[config.mk]
export PLATFORM = sky130hd
export DESIGN_NAME = uart_status_core
export DESIGN_NICKNAME = d
export VERILOG_FILES = /design/src/common/uart_status_pkg.sv /design/src/logic/stream_fifo.sv /design/src/logic/uart_status_core.sv
export SDC_FILE = /design/constraint.sdc
export NUM_CORES = 2
export LEC_CHECK = 0
export BUFFER_PORTS_ARGS = -buffer_cell sky130_fd_sc_hd__buf_2
export CAP_MARGIN = 40
export CORE_ASPECT_RATIO = 1.4
export CORE_MARGIN = 2
export CORE_UTILIZATION = 55
export DETAILED_ROUTE_END_ITERATION = 10
export PLACE_DENSITY_LB_ADDON = 0.12
export SLEW_MARGIN = 5
export SYNTH_ARGS = -nofsm -noshare
export SYNTH_HDL_FRONTEND = slang
export SYNTH_SLANG_ARGS = --single-unit
[constraint.sdc]
create_clock -name ref_clk -period 6.9 [get_ports ref_clk]
set_clock_uncertainty 0.15 [all_clocks]
set_input_delay 0.345 -clock ref_clk [delete_from_list [all_inputs] [get_ports ref_clk]]
set_output_delay 0.345 -clock ref_clk [all_outputs]
set_load 0.01 [all_outputs]
[src/common/uart_status_pkg.sv]
// Package: offsets, field positions, reset values and carrier types of the status block
package uart_status_pkg;

	// ----------------------------------------------------------------
	// Register offsets on the register port
	// ----------------------------------------------------------------
	localparam logic [3:0] OFF_HOLDING = 4'h0;
	localparam logic [3:0] OFF_MODEM_CONTROL = 4'h4;
	localparam logic [3:0] OFF_LINE_STATUS = 4'h5;
	localparam logic [3:0] OFF_MODEM_STATUS = 4'h6;
	localparam logic [3:0] OFF_SCRATCH = 4'h7;
	localparam logic [3:0] OFF_TX_SPACE = 4'h8;
	localparam logic [3:0] OFF_RX_FILL = 4'h9;
	localparam logic [3:0] OFF_PIN_DIR = 4'hA;

	// ----------------------------------------------------------------
	// Modem control field positions
	// ----------------------------------------------------------------
	localparam int MC_DTR = 0;
	localparam int MC_RTS = 1;
	localparam int MC_ALT_SELECT = 2;
	localparam int MC_OUT2 = 3;
	localparam int MC_LOOPBACK = 4;
	localparam int MC_XON_ANY = 5;
	localparam int MC_IR_MODE = 6;
	localparam int MC_PRESCALE = 7;

	// ----------------------------------------------------------------
	// Reset values
	// ----------------------------------------------------------------
	localparam logic [7:0] RST_MODEM_CONTROL = 8'h00;
	localparam logic [7:0] RST_SCRATCH = 8'hFF;
	localparam logic [7:0] RST_FLOW_THRESHOLD = 8'h00;
	localparam logic [7:0] RST_TRIGGER_LEVELS = 8'h00;
	localparam logic [7:0] RST_PIN_DIR = 8'h00;

	// ----------------------------------------------------------------
	// Queue geometry and timing
	// ----------------------------------------------------------------
	localparam int QUEUE_DEPTH = 64;
	localparam int COUNT_W = 7;
	localparam logic [COUNT_W-1:0] QUEUE_FULL_COUNT = 7'h40;
	localparam int LEVEL_SHIFT = 2;
	localparam logic [1:0] PRESCALE_LAST = 2'h3;

	// Legacy trigger tables, indexed by the two-bit legacy field
	localparam logic [COUNT_W-1:0] LEGACY_TX_TRIG [4] = '{7'h08, 7'h10, 7'h20, 7'h38};
	localparam logic [COUNT_W-1:0] LEGACY_RX_TRIG [4] = '{7'h08, 7'h10, 7'h38, 7'h3C};

	// ----------------------------------------------------------------
	// Carriers
	// ----------------------------------------------------------------
	typedef struct packed {
		logic breakSeen;
		logic frameErr;
		logic parityErr;
		logic [7:0] data;
	} rx_entry_type;

	localparam int RX_ENTRY_W = $bits(rx_entry_type);

	typedef struct packed {
		logic cdN;
		logic riN;
		logic dsrN;
		logic ctsN;
	} modem_in_type;

endpackage

[src/logic/stream_fifo.sv]
// Parameterised valid/ready queue with fill count
`timescale 1ns/1ps
`default_nettype none
module stream_fifo #(
	parameter int WIDTH = 8,
	parameter int DEPTH = 8
) (
	// Clock and reset
	input wire logic ref_clk,
	input wire logic resetn,
	// Filling side
	input wire logic inValid,
	output logic inReady,
	input wire logic [WIDTH-1:0] inData,
	// Draining side
	output logic outValid,
	input wire logic outReady,
	output logic [WIDTH-1:0] outData,
	// Fill level
	output logic [$clog2(DEPTH):0] count
);
	localparam int AW = $clog2(DEPTH);

	logic [WIDTH-1:0] mem [DEPTH];
	logic [AW:0] wrPtr_r;
	logic [AW:0] rdPtr_r;
	logic push;
	logic pop;

	assign count = wrPtr_r - rdPtr_r;
	assign inReady = (count != DEPTH[AW:0]);
	assign outValid = (count != '0);
	assign outData = mem[rdPtr_r[AW-1:0]];
	assign push = inValid && inReady;
	assign pop = outValid && outReady;

	always_ff @(posedge ref_clk or negedge resetn) begin
		if (!resetn) begin
			wrPtr_r <= '0;
		end else if (push) begin
			wrPtr_r <= wrPtr_r + 1'b1;
		end
	end

	always_ff @(posedge ref_clk or negedge resetn) begin
		if (!resetn) begin
			rdPtr_r <= '0;
		end else if (pop) begin
			rdPtr_r <= rdPtr_r + 1'b1;
		end
	end

	// Storage has no reset; only pointers define content
	always_ff @(posedge ref_clk) begin
		if (push) begin
			mem[wrPtr_r[AW-1:0]] <= inData;
		end
	end
endmodule
`default_nettype wire

[src/logic/uart_status_core.sv]
// Status, modem-input, queue and threshold logic of the serial port
`timescale 1ns/1ps
`default_nettype none
// Behaviour
// RL1: Prescale bit set divides baud clock by four; writable only with enhanced enable.
// RL2: Infrared mode bit enables infrared coding; writable only with enhanced enable.
// RL3: Data-ready reads 1 while any received character is queued.
// RL4: Character arriving on full receive queue sets overrun and is dropped.
// RL5: Parity error flag belongs to the head-of-queue character.
// RL6: Framing error flag belongs to the head-of-queue character.
// RL7: Break flagged on long low line; only one break character queued per break.
// RL8: Transmit-holding-empty is 1 exactly when the transmit queue is empty.
// RL9: Transmitter-idle is 1 only when queue and shift register are both empty.
// RL10: Error summary is 1 while any queued byte carries an error.
// RL11: Modem input changes set delta flags; request interrupt when enabled.
// RL12: Ring delta sets only on ring input rising, end of ringing.
// RL13: Upper status bits show inverted inputs, or control bits in loopback.
// RL14: Auto CTS stops transmission after current character while CTS# high.
// RL15: Scratch byte holds written data; resets to FF.
// RL16: Flow threshold replaces modem status when alternate select and enhanced enable.
// RL17: Receive count at or above halt level drops RTS or requests XOFF.
// RL18: Receive count at or below resume level raises RTS or requests XON.
// RL19: Transmit trigger is nibble times four, zero selects legacy field.
// RL20: Receive trigger is nibble times four, zero selects legacy field.
// RL21: Space counter reads free transmit entries; fill counter reads queued characters.
// RL22: Each direction bit sets its pin as output when 1.
// RL23: Trigger levels replace scratch byte under the same selection.
// RL24: Reading modem status clears deltas; concurrent changes stay flagged.
module uart_status_core
	import uart_status_pkg::*;
(
	// Clock and reset
	input wire logic ref_clk,
	input wire logic resetn,
	// Register port
	input wire logic [3:0] regAddr,
	input wire logic regWrite,
	input wire logic regRead,
	input wire logic [7:0] regWData,
	output logic [7:0] regRData,
	// Settings held in neighbouring registers
	input wire logic enhancedEnable,
	input wire logic autoCtsEnable,
	input wire logic autoRtsEnable,
	input wire logic swFlowEnable,
	input wire logic modemIrqEnable,
	input wire logic [1:0] legacyTxTrig,
	input wire logic [1:0] legacyRxTrig,
	// Receiver side
	input wire logic rxInValid,
	input wire rx_entry_type rxIn,
	// Transmitter side
	output logic txOutValid,
	input wire logic txOutReady,
	output logic [7:0] txOutData,
	input wire logic txShiftBusy,
	// Modem pins
	input wire modem_in_type modemIn,
	output logic rtsN,
	output logic dtrN,
	// Flow requests to the transmitter
	output logic xoffRequest,
	output logic xonRequest,
	// Clocking and mode outputs
	output logic baudTick,
	output logic irEnable,
	output logic [7:0] pinDirection,
	// Interrupt requests
	output logic modemStatusReq,
	output logic txReadyReq,
	output logic rxReadyReq
);

	// ----------------------------------------------------------------
	// Registers
	// ----------------------------------------------------------------
	logic [7:0] modemControl_r;
	logic [7:0] scratchByte_r;
	logic [7:0] flowThreshold_r;
	logic [7:0] triggerLevels_r;
	logic [7:0] pinDirection_r;
	logic [7:0] regRData_r;
	logic [7:0] regRData_nxt;
	logic altSelect;
	logic wrEn;
	logic rdEn;

	assign altSelect = enhancedEnable && modemControl_r[MC_ALT_SELECT];
	assign wrEn = regWrite && !regRead;
	assign rdEn = regRead;

	always_ff @(posedge ref_clk or negedge resetn) begin
		if (!resetn) begin
			modemControl_r <= RST_MODEM_CONTROL;
		end else if (wrEn && regAddr == OFF_MODEM_CONTROL) begin
			modemControl_r[4:0] <= regWData[4:0];
			if (enhancedEnable) begin
				modemControl_r[7:5] <= regWData[7:5]; // RL1 RL2
			end
		end
	end

	always_ff @(posedge ref_clk or negedge resetn) begin
		if (!resetn) begin
			scratchByte_r <= RST_SCRATCH; // RL15
			triggerLevels_r <= RST_TRIGGER_LEVELS;
		end else if (wrEn && regAddr == OFF_SCRATCH) begin
			if (altSelect) begin
				triggerLevels_r <= regWData; // RL23
			end else begin
				scratchByte_r <= regWData; // RL15
			end
		end
	end

	always_ff @(posedge ref_clk or negedge resetn) begin
		if (!resetn) begin
			flowThreshold_r <= RST_FLOW_THRESHOLD;
		end else if (wrEn && regAddr == OFF_MODEM_STATUS && altSelect) begin
			flowThreshold_r <= regWData; // RL16
		end
	end

	always_ff @(posedge ref_clk or negedge resetn) begin
		if (!resetn) begin
			pinDirection_r <= RST_PIN_DIR;
		end else if (wrEn && regAddr == OFF_PIN_DIR) begin
			pinDirection_r <= regWData;
		end
	end

	assign pinDirection = pinDirection_r; // RL22
	assign irEnable = modemControl_r[MC_IR_MODE]; // RL2

	// ----------------------------------------------------------------
	// Baud prescaler
	// ----------------------------------------------------------------
	logic [1:0] prescaleCnt_r;
	logic baudTick_r;

	always_ff @(posedge ref_clk or negedge resetn) begin
		if (!resetn) begin
			prescaleCnt_r <= 2'h0;
		end else begin
			prescaleCnt_r <= prescaleCnt_r + 2'h1;
		end
	end

	always_ff @(posedge ref_clk or negedge resetn) begin
		if (!resetn) begin
			baudTick_r <= 1'b0;
		end else begin
			baudTick_r <= !modemControl_r[MC_PRESCALE] || (prescaleCnt_r == PRESCALE_LAST); // RL1
		end
	end

	assign baudTick = baudTick_r;

	// ----------------------------------------------------------------
	// Receive queue
	// ----------------------------------------------------------------
	logic rxPushValid;
	logic rxPushReady;
	logic rxHeadValid;
	logic rxPop;
	rx_entry_type rxHead;
	logic [COUNT_W-1:0] rxCount;
	logic breakHeld_r;
	logic overrun_r;
	logic [COUNT_W-1:0] errCount_r;
	logic rxPushErr;
	logic rxPopErr;
	logic lineStatusRead;

	// A break lasting several frames yields one queued entry only
	assign rxPushValid = rxInValid && !(rxIn.breakSeen && breakHeld_r); // RL7
	assign rxPop = rdEn && regAddr == OFF_HOLDING && rxHeadValid;
	assign lineStatusRead = rdEn && regAddr == OFF_LINE_STATUS;

	stream_fifo #(
		.WIDTH(RX_ENTRY_W),
		.DEPTH(QUEUE_DEPTH)
	) rxQueue (
		.ref_clk(ref_clk),
		.resetn(resetn),
		.inValid(rxPushValid),
		.inReady(rxPushReady),
		.inData(rxIn),
		.outValid(rxHeadValid),
		.outReady(rxPop),
		.outData(rxHead),
		.count(rxCount)
	);

	always_ff @(posedge ref_clk or negedge resetn) begin
		if (!resetn) begin
			breakHeld_r <= 1'b0;
		end else if (rxInValid) begin
			breakHeld_r <= rxIn.breakSeen; // RL7
		end
	end

	// New overrun wins over the clearing read
	always_ff @(posedge ref_clk or negedge resetn) begin
		if (!resetn) begin
			overrun_r <= 1'b0;
		end else if (rxPushValid && !rxPushReady) begin
			overrun_r <= 1'b1; // RL4
		end else if (lineStatusRead) begin
			overrun_r <= 1'b0;
		end
	end

	assign rxPushErr = rxPushValid && rxPushReady && (rxIn.parityErr || rxIn.frameErr || rxIn.breakSeen);
	assign rxPopErr = rxPop && (rxHead.parityErr || rxHead.frameErr || rxHead.breakSeen);

	always_ff @(posedge ref_clk or negedge resetn) begin
		if (!resetn) begin
			errCount_r <= '0;
		end else if (rxPushErr && !rxPopErr) begin
			errCount_r <= errCount_r + 7'h1; // RL10
		end else if (rxPopErr && !rxPushErr) begin
			errCount_r <= errCount_r - 7'h1; // RL10
		end
	end

	// ----------------------------------------------------------------
	// Transmit queue
	// ----------------------------------------------------------------
	logic txPush;
	logic txPushReady;
	logic txHeadValid;
	logic txCtsHold;
	logic [7:4] modemLevel_r;
	logic [COUNT_W-1:0] txCount;
	logic [COUNT_W-1:0] txSpace;

	// Held-off write to a full queue is dropped
	assign txPush = wrEn && regAddr == OFF_HOLDING;
	// Shifter finishes its character; only the next hand-over is held
	assign txCtsHold = autoCtsEnable && !modemLevel_r[4]; // RL14

	stream_fifo #(
		.WIDTH(8),
		.DEPTH(QUEUE_DEPTH)
	) txQueue (
		.ref_clk(ref_clk),
		.resetn(resetn),
		.inValid(txPush),
		.inReady(txPushReady),
		.inData(regWData),
		.outValid(txHeadValid),
		.outReady(txOutReady && !txCtsHold),
		.outData(txOutData),
		.count(txCount)
	);

	assign txOutValid = txHeadValid && !txCtsHold; // RL14
	assign txSpace = QUEUE_FULL_COUNT - txCount; // RL21

	// ----------------------------------------------------------------
	// Modem inputs
	// ----------------------------------------------------------------
	logic [3:0] pinSync1_r;
	logic [3:0] pinSync2_r;
	logic [7:4] modemLevelNow;
	logic [3:0] delta_r;
	logic [3:0] deltaSet;
	logic modemStatusRead;
	logic [7:0] lineStatus;

	always_ff @(posedge ref_clk or negedge resetn) begin
		if (!resetn) begin
			pinSync1_r <= 4'hF;
			pinSync2_r <= 4'hF;
		end else begin
			pinSync1_r <= modemIn;
			pinSync2_r <= pinSync1_r;
		end
	end

	// Order: CTS, DSR, RI, CD
	always_comb begin
		if (modemControl_r[MC_LOOPBACK]) begin
			modemLevelNow = {modemControl_r[MC_OUT2], modemControl_r[MC_ALT_SELECT],
				modemControl_r[MC_DTR], modemControl_r[MC_RTS]}; // RL13
		end else begin
			modemLevelNow = ~{pinSync2_r[3], pinSync2_r[2], pinSync2_r[1], pinSync2_r[0]}; // RL13
		end
	end

	always_ff @(posedge ref_clk or negedge resetn) begin
		if (!resetn) begin
			modemLevel_r <= 4'h0;
		end else begin
			modemLevel_r <= modemLevelNow;
		end
	end

	assign deltaSet[0] = modemLevel_r[4] != modemLevelNow[4]; // RL11
	assign deltaSet[1] = modemLevel_r[5] != modemLevelNow[5]; // RL11
	assign deltaSet[2] = modemLevel_r[6] && !modemLevelNow[6]; // RL12
	assign deltaSet[3] = modemLevel_r[7] != modemLevelNow[7]; // RL11
	assign modemStatusRead = rdEn && regAddr == OFF_MODEM_STATUS && !altSelect;

	genvar gi;
	generate
		for (gi = 0; gi < 4; gi++) begin : gDelta
			always_ff @(posedge ref_clk or negedge resetn) begin
				if (!resetn) begin
					delta_r[gi] <= 1'b0;
				end else if (deltaSet[gi]) begin
					delta_r[gi] <= 1'b1; // RL24
				end else if (modemStatusRead) begin
					delta_r[gi] <= 1'b0; // RL24
				end
			end
		end
	endgenerate

	assign modemStatusReq = modemIrqEnable && (delta_r != 4'h0); // RL11

	// ----------------------------------------------------------------
	// Flow control thresholds
	// ----------------------------------------------------------------
	logic [COUNT_W-1:0] haltLevel;
	logic [COUNT_W-1:0] resumeLevel;
	logic rtsAllowed_r;
	logic rtsN_r;
	logic xoffRequest_r;
	logic xonRequest_r;

	assign haltLevel = {1'b0, flowThreshold_r[3:0], 2'b00}; // RL17
	assign resumeLevel = {1'b0, flowThreshold_r[7:4], 2'b00}; // RL18

	// Halt wins if the two levels overlap
	always_ff @(posedge ref_clk or negedge resetn) begin
		if (!resetn) begin
			rtsAllowed_r <= 1'b1;
		end else if (rxCount >= haltLevel) begin
			rtsAllowed_r <= 1'b0; // RL17
		end else if (rxCount <= resumeLevel) begin
			rtsAllowed_r <= 1'b1; // RL18
		end
	end

	always_ff @(posedge ref_clk or negedge resetn) begin
		if (!resetn) begin
			xoffRequest_r <= 1'b0;
			xonRequest_r <= 1'b0;
		end else begin
			xoffRequest_r <= swFlowEnable && rtsAllowed_r && rxCount >= haltLevel; // RL17
			xonRequest_r <= swFlowEnable && !rtsAllowed_r && rxCount < haltLevel && rxCount <= resumeLevel; // RL18
		end
	end

	always_ff @(posedge ref_clk or negedge resetn) begin
		if (!resetn) begin
			rtsN_r <= 1'b1;
		end else if (modemControl_r[MC_LOOPBACK]) begin
			rtsN_r <= 1'b1;
		end else if (autoRtsEnable) begin
			rtsN_r <= !(modemControl_r[MC_RTS] && rtsAllowed_r); // RL17 RL18
		end else begin
			rtsN_r <= !modemControl_r[MC_RTS];
		end
	end

	assign rtsN = rtsN_r;
	assign dtrN = modemControl_r[MC_LOOPBACK] || !modemControl_r[MC_DTR];
	assign xoffRequest = xoffRequest_r;
	assign xonRequest = xonRequest_r;

	// ----------------------------------------------------------------
	// Trigger levels
	// ----------------------------------------------------------------
	logic [COUNT_W-1:0] txTrigLevel;
	logic [COUNT_W-1:0] rxTrigLevel;

	assign txTrigLevel = (triggerLevels_r[3:0] != 4'h0) ? {1'b0, triggerLevels_r[3:0], 2'b00}
		: LEGACY_TX_TRIG[legacyTxTrig]; // RL19
	assign rxTrigLevel = (triggerLevels_r[7:4] != 4'h0) ? {1'b0, triggerLevels_r[7:4], 2'b00}
		: LEGACY_RX_TRIG[legacyRxTrig]; // RL20
	assign txReadyReq = txSpace >= txTrigLevel; // RL19
	assign rxReadyReq = rxCount >= rxTrigLevel; // RL20

	// ----------------------------------------------------------------
	// Read data
	// ----------------------------------------------------------------
	assign lineStatus = {
		errCount_r != '0, // RL10
		txCount == '0 && !txShiftBusy, // RL9
		txCount == '0, // RL8
		rxHeadValid && rxHead.breakSeen, // RL7
		rxHeadValid && rxHead.frameErr, // RL6
		rxHeadValid && rxHead.parityErr, // RL5
		overrun_r, // RL4
		rxHeadValid // RL3
	};

	always_comb begin
		regRData_nxt = 8'h00;
		case (regAddr)
			OFF_HOLDING: regRData_nxt = rxHeadValid ? rxHead.data : 8'h00;
			OFF_MODEM_CONTROL: regRData_nxt = modemControl_r;
			OFF_LINE_STATUS: regRData_nxt = lineStatus;
			OFF_MODEM_STATUS: regRData_nxt = altSelect ? flowThreshold_r : {modemLevel_r, delta_r}; // RL16
			OFF_SCRATCH: regRData_nxt = altSelect ? triggerLevels_r : scratchByte_r; // RL23
			OFF_TX_SPACE: regRData_nxt = {1'b0, txSpace}; // RL21
			OFF_RX_FILL: regRData_nxt = {1'b0, rxCount}; // RL21
			OFF_PIN_DIR: regRData_nxt = pinDirection_r;
			default: regRData_nxt = 8'h00;
		endcase
	end

	always_ff @(posedge ref_clk or negedge resetn) begin
		if (!resetn) begin
			regRData_r <= 8'h00;
		end else if (rdEn) begin
			regRData_r <= regRData_nxt;
		end
	end

	assign regRData = regRData_r;
endmodule
`default_nettype wire

Word-level counts from Yosys, hierarchy flattened
Memory sizes are Yosys's and may differ from the RTL's. Index checks and enable logic that the tools add are counted.

Mux-type cells: 30. Reduce and logical (&&, ||, !) cells: 78. Bitwise gates (word level): 4. $add $sub $neg: 10. Eq/ne operators: 13. Magnitude comparators: 7.

Operators with widths (number): $pmux W8 S8 (1); $mux W7 (8); $logic_and A1 B1 Y1 (39); $add A7 B1 Y7 const B (5); $bmux W7 S2 (2); $mux W8 (3); $reduce_bool A7 Y1 (3); $eq A4 B3 Y1 const B (4); $logic_not A1 Y1 (15); $mux W1 (15); $ge A7 B7 Y1 (2); $ne A7 B7 Y1 const B (2); $reduce_bool A2 Y1 (7); $sub A7 B7 Y7 (2); $eq A4 B4 Y1 const B (3); $reduce_bool A4 Y1 (3); $ge A7 B6 Y1 (1); $le A7 B6 Y1 (1); $logic_not A7 Y1 (1); $lt A7 B6 Y1 (1); $sub A7 B1 Y7 const B (1); $sub A7 B7 Y7 const A (1); $ge A3 B3 Y1 const B (2); $logic_or A1 B1 Y1 (6); 9 further kinds (14).

Bits in registers: 108. Memories: 2. Output and inout port bits: 34. Input port bits: 43. Memory bits (writable): 1216.

Memories: rxQueue.mem (words 64, bits a word 11, rd ports 1, clocked after memory_dff 0, wr ports 1, RTL line stream_fifo.sv:24) `logic [WIDTH-1:0] mem [DEPTH];`; txQueue.mem (words 64, bits a word 8, rd ports 1, clocked after memory_dff 0, wr ports 1, RTL line stream_fifo.sv:24).

Longest topological paths before layout
Word-level depth: 9. Mapped depth: 24. Mapped depth without buffers: 20.

Hierarchy
From an unflattened synthesis, not the netlist that was laid out.

Cell total of the unflattened synthesis: 2822. Area total of the unflattened synthesis: 53430.0 um^2.

By module, submodules not included: stream_fifo (rxQueue) (instances 1, area an instance 28172.0 um^2, cells an instance 1363); stream_fifo (txQueue) (instances 1, area an instance 20689.8 um^2, cells an instance 1022); uart_status_core (instances 1, area an instance 4568.1 um^2, cells an instance 437).

Least setup slack after synthesis
No wires, ideal clock.

Path kind: register -> register. Start: register rxQueue.rdPtr_r[1]. End: register errCount_r[6]. Required time: 6.625 ns. Cell stages (with the launch flop): 25. Arrival: 5.476 ns. Library setup time: 0.125 ns. Path buffers: 6. Path slack: 1.148 ns. Cells stage by stage: dfrtp_1 > buf_2 > buf_1 > buf_1 > buf_2 > buf_2 > inv_1 > ha_1 > nor2b_1 > o31a_1 > o311ai_1 > nor4_1 > a21oi_1 > clkbuf_1 > o41ai_1 > ha_1 > inv_1 > ha_1 > a21o_1 > a21oi_1 > o21bai_1 > a21oi_1 > xnor2_1 > nor2_1 > xor2_1.

Longest elaborated chain between the ends: 7. Elaborated cells between the ends (all ways): 16. Those cells by class: add/sub: 1; eq/ne: 1; mux: 1; reduce/logical: 12; memory: 1.

Ends and longest elaborated chain: start: declaration (RTL line stream_fifo.sv:26) `logic [AW:0] rdPtr_r;`; start signal: assignment (RTL line stream_fifo.sv:49) `rdPtr_r <= rdPtr_r + 1'b1;`; $sub A7 B7 Y7 / $mem_v2 Z64 W11 (equally long branches); $ne A7 B7 Y1 (tied with other cells) (RTL line stream_fifo.sv:31) `assign inReady = (count != DEPTH[AW:0]);`; $logic_and A1 B1 Y1 (tied with other cells) (RTL line uart_status_core.sv:214) `assign rxPushErr = rxPushValid && rxPushReady && (rxIn.parityErr || rxIn.frameErr || rxIn.breakSeen);`; $logic_and A1 B1 Y1, on equally long branches (RTL line uart_status_core.sv:214, uart_status_core.sv:215); $logic_not A1 Y1, on equally long branches (RTL line uart_status_core.sv:222, uart_status_core.sv:220); $logic_and A1 B1 Y1, on equally long branches (RTL line uart_status_core.sv:222, uart_status_core.sv:220); $reduce_bool A2 Y1 (no source line) / $mux W7 (equally long branches); end signal: assignment (RTL line uart_status_core.sv:221) `errCount_r <= errCount_r + 7'h1;`; end signal: assignment (RTL line uart_status_core.sv:223) `errCount_r <= errCount_r - 7'h1;`; end: declaration (RTL line uart_status_core.sv:170) `logic [COUNT_W-1:0] errCount_r;`.

Several ways; a longest one is shown, not always the timed one. A chain may end at the register's enable or synchronous reset.

Final worst setup path
Start: register rxQueue.rdPtr_r[0]. End: register errCount_r[6].

Same word-level chain as after synthesis.

==> impl_metrics.toml <==
[grt]
grt_max_degree = 113
antenna_found_initial = 1
first_global_vias = 27524
grt_overflow = 0
grt_pass1_wl_um = 185000
grt.total_usage = 0.258

[flow_run]
cap_violations = 0

[pwr]
power_switching_w = 0.00671
seq_power_share = 0.424
power_frac_comb = 0.288
p_int_w = 0.0155
p_leak_nw = 19.3
clockPowerShare = 0.289
p_sw_frac = 0.302
ir_drop_mv = 0.278
p_per_area_mw_per_mm2 = 375

[cts]
htree_levels = 3
cts_num_sinks = 1324
cts_tree = "yes"
insertion_delay_ns = 0.73
ctsResizeCount = 0
cts.clk_slew.worst_paths_ns = 0.07
post_cts_buffers = 0
cts_root_buf = "clkbuf_16"
clockBufferDepth = 3
numCtsBuffers = 118

[floorplan]
io_pins = 77
die_w_um = 267
dieArea_mm2 = 0.0992
fp.coreArea_mm2 = 0.0956
die_h_um = 372
start_util = 0.556
rows = 134

[detailed_routing]
drc = 0
wirelength_um = 125000
wl_per_cell_um = 30.0
initialDrtViolationCount = 2405
postRouteAntennaNets = 0
vias = 26481
firstDrtPassIters = 5
viasPerCell = 6.37

[outcome]
outcome = "finished clean"

[sta]
tightest_slew_ns = 1.14
finalCritPeriodShare = 0.831
drv_slew = 0
fin_ws_ns = 1.17
slew-limit-headroom = 0.237
rsz0062_at_grt = "no"
layout_min_cycle_time_ns = 5.73
finalSetupViolCount = 0
fin_setup_tns_ns = 0
hold_viol = 0
clock.fmax_mhz = 174

[layout]
layout-drive-gt1-share = 0.274
area_delta_synth_final_pct = 11.6
final_core_util = 0.621
seqCellArea_mm2 = 0.0393
fillers = 6701
finish.instance_area_mm2 = 0.0593
antenna_cells = 0
layout.cells.non_filler = 4156
nets = 2918
multi_input_area_mm2 = 0.0131

[synth]
synth_top_area_cell = "edfxtp_1"
seq_area_frac_synth = 0.738
syn_inst = 2640
syn_area_per_cell_um2 = 20.1
synthTopCellsByArea = "edfxtp_1 69%, mux4_2 15%, dfrtp_1 4.2%, nor2_1 1.2%, mux2_2 0.97%"
ys_types = 78
netlist_area_mm2 = 0.0532
yosysMostFrequentCell = "edfxtp_1"
ys_ff_latch = 1324
ys.flop_type = "edfxtp_1"
ys_warn_count = 0
synthTopCellsByCount = "1216 x edfxtp_1, 355 x mux4_2, 172 x nor2_1"
synth-edff-count = 1216
ys_async_sr_fraction = 0.0816
synthesis.nets = 2726
synth_top_area_frac = 0.687

[critical_path]
r2r-end = "errCount_r[6]$_DFFE_PN0P_"
worst_setup_path_start_kind = "flop"
crit_fanout = 30
r2r_setup_slack_ns = 1.17
worstSetupEndpoint = "errCount_r[6]$_DFFE_PN0P_"
r2r_start = "rxQueue.rdPtr_r[0]$_DFFE_PN0P_"
critPathLaunch = "rxQueue.rdPtr_r[0]$_DFFE_PN0P_"
endpoint_kind = "flop"
crit_required_ns = 7.36
worst_r2r_path_depth = 19
criticalPathCategory = "flop to flop"
cp.arrival_ns = 6.20

[placement]
dp_cells = 3919
dp_hpwl_um = 81600
dp_slack_ns = 1.11
io_buffer_count = 76
gp_congestion = 0.930
place_area_mm2 = 0.0554

[min_path]
hold_path_class = "input pin to flop"
[cells by family after synthesis]
logic type | share of synthesized area
AO/OA/AOI/OAI | 0.0277
flip-flops | 0.738
adder cells (fa/ha/maj) | 0.0105
XOR/XNOR | 0.00739
AND/OR/NAND/NOR | 0.0356
buffers and inverters | 0.0156
multiplexers | 0.165
[how the worst min path moves through the flow]
stage | startpoint | to | slack [ns] | cells past startpoint
final | enhancedEnable | modemControl_r[5]$_DFFE_PN0P_ | 0.06 | 3
after CTS | enhancedEnable | modemControl_r[5]$_DFFE_PN0P_ | 0.008 | 3
after global routing | enhancedEnable | modemControl_r[6]$_DFFE_PN0P_ | 0.04 | 3
after detailed placement | pinSync1_r[3]$_DFF_PN1_ | pinSync2_r[3]$_DFF_PN1_ | 0.20 | 0
after global placement | resetn | prescaleCnt_r[0]$_DFF_PN0_ | 0.20 | 1
after floorplan | resetn | baudTick$_DFF_PN0_ | -0.10 | 0
[metal layers]
metal | global-route usage | up-vias | share of wire
met3 | 0.0284 | 257 | 0.049
met4 | 0.119 | 2 | 0.047
li1 | - | 11204 | -
met1 | 0.310 | 14059 | 0.36
met5 | 0 | - | 0.000056
met2 | 0.469 | 959 | 0.54
[worst max-delay path: stages (launching register included)]
cell	delay, ns
dfrtp_4	0.83
ha_1	0.28
inv_1	0.06
fa_1	0.40
a21o_1	0.18
a21oi_1	0.28
xnor2_1	0.24
or4_1	0.62
o21ai_1	0.64
nor2_1	0.12
ha_1	0.26
inv_1	0.19
ha_1	0.30
a21o_1	0.19
a21oi_1	0.25
o21bai_1	0.09
a21oi_1	0.18
xnor2_1	0.13
nor2_1	0.06
xor2_1	0.15
[sequential cells by signal, summed over array words and instances, names as in the netlist, 7 cells and up]
name	cells
rxQueue.mem	704
pinDirection	8
txQueue.rdPtr_r	7
flowThreshold_r	8
modemControl_r	8
rxQueue.wrPtr_r	7
triggerLevels_r	8
scratchByte_r	8
rxQueue.rdPtr_r	7
regRData	8
txQueue.wrPtr_r	7
txQueue.mem	512
errCount_r	7
[cells in the final DEF, fill, tap and decap left out, types with 8 or more instances in the layout]
master	count
nor4_1	11
o21ai_0	36
xnor2_1	31
a22oi_1	26
nor2_1	172
nand2b_1	13
mux4_2	355
dfstp_2	18
or4_1	14
nor3_1	19
clkinv_1	24
clkinvlp_4	9
clkbuf_16	119
dfrtp_1	86
nand2_1	86
dlygate4sd3_1	17
nand3b_1	8
o22ai_1	8
inv_1	47
nor2b_1	16
a21oi_1	47
mux2i_1	27
edfxtp_1	1216
clkinv_2	24
bufinv_16	9
clkbuf_1	25
buf_4	110
nand3_1	27
mux2_2	46
xor2_1	12
ha_1	40
buf_2	78
nand4_1	8
[power by group through the flow]
stage	combinational (W)	clock [W]	sequential [W]
finish	0.00640	0.00642	0.00942
detailed placement	0.00646	0	0.00959
floorplan	0.00460	0	0.00930
CTS	0.00649	0.00653	0.00942
global route	0.00678	0.00683	0.00946
global placement	0.00636	0	0.00957
[final cells by class]
type,instances,area share
tap,1224,0.0258
timing repair buffer,213,0.0254
sequential,1324,0.662
clock buffer,146,0.0522
inverter,49,0.00310
clock inverter,74,0.0111
multi-input combinational,1126,0.221
[per-stage QoR]
step | hold slack (ns) | total power [W]
3_5_place_dp | 0.197 | 0.0160
4_1_cts | 0.00790 | 0.0224
3_3_place_gp | 0.196 | 0.0159
5_1_grt | 0.0441 | 0.0231
2_1_floorplan | -0.101 | 0.0139
6_report | 0.0622 | 0.0222
[repair_timing]
| action | CTS | global route |
|---|---|---|
| setup endpoints to repair | 0 | 0 |
| hold buffers | 17 | 0 |
| endpoints found under the hold margin | 115 | 0 |
No activity file was read; power rests on OpenSTA's default activity.
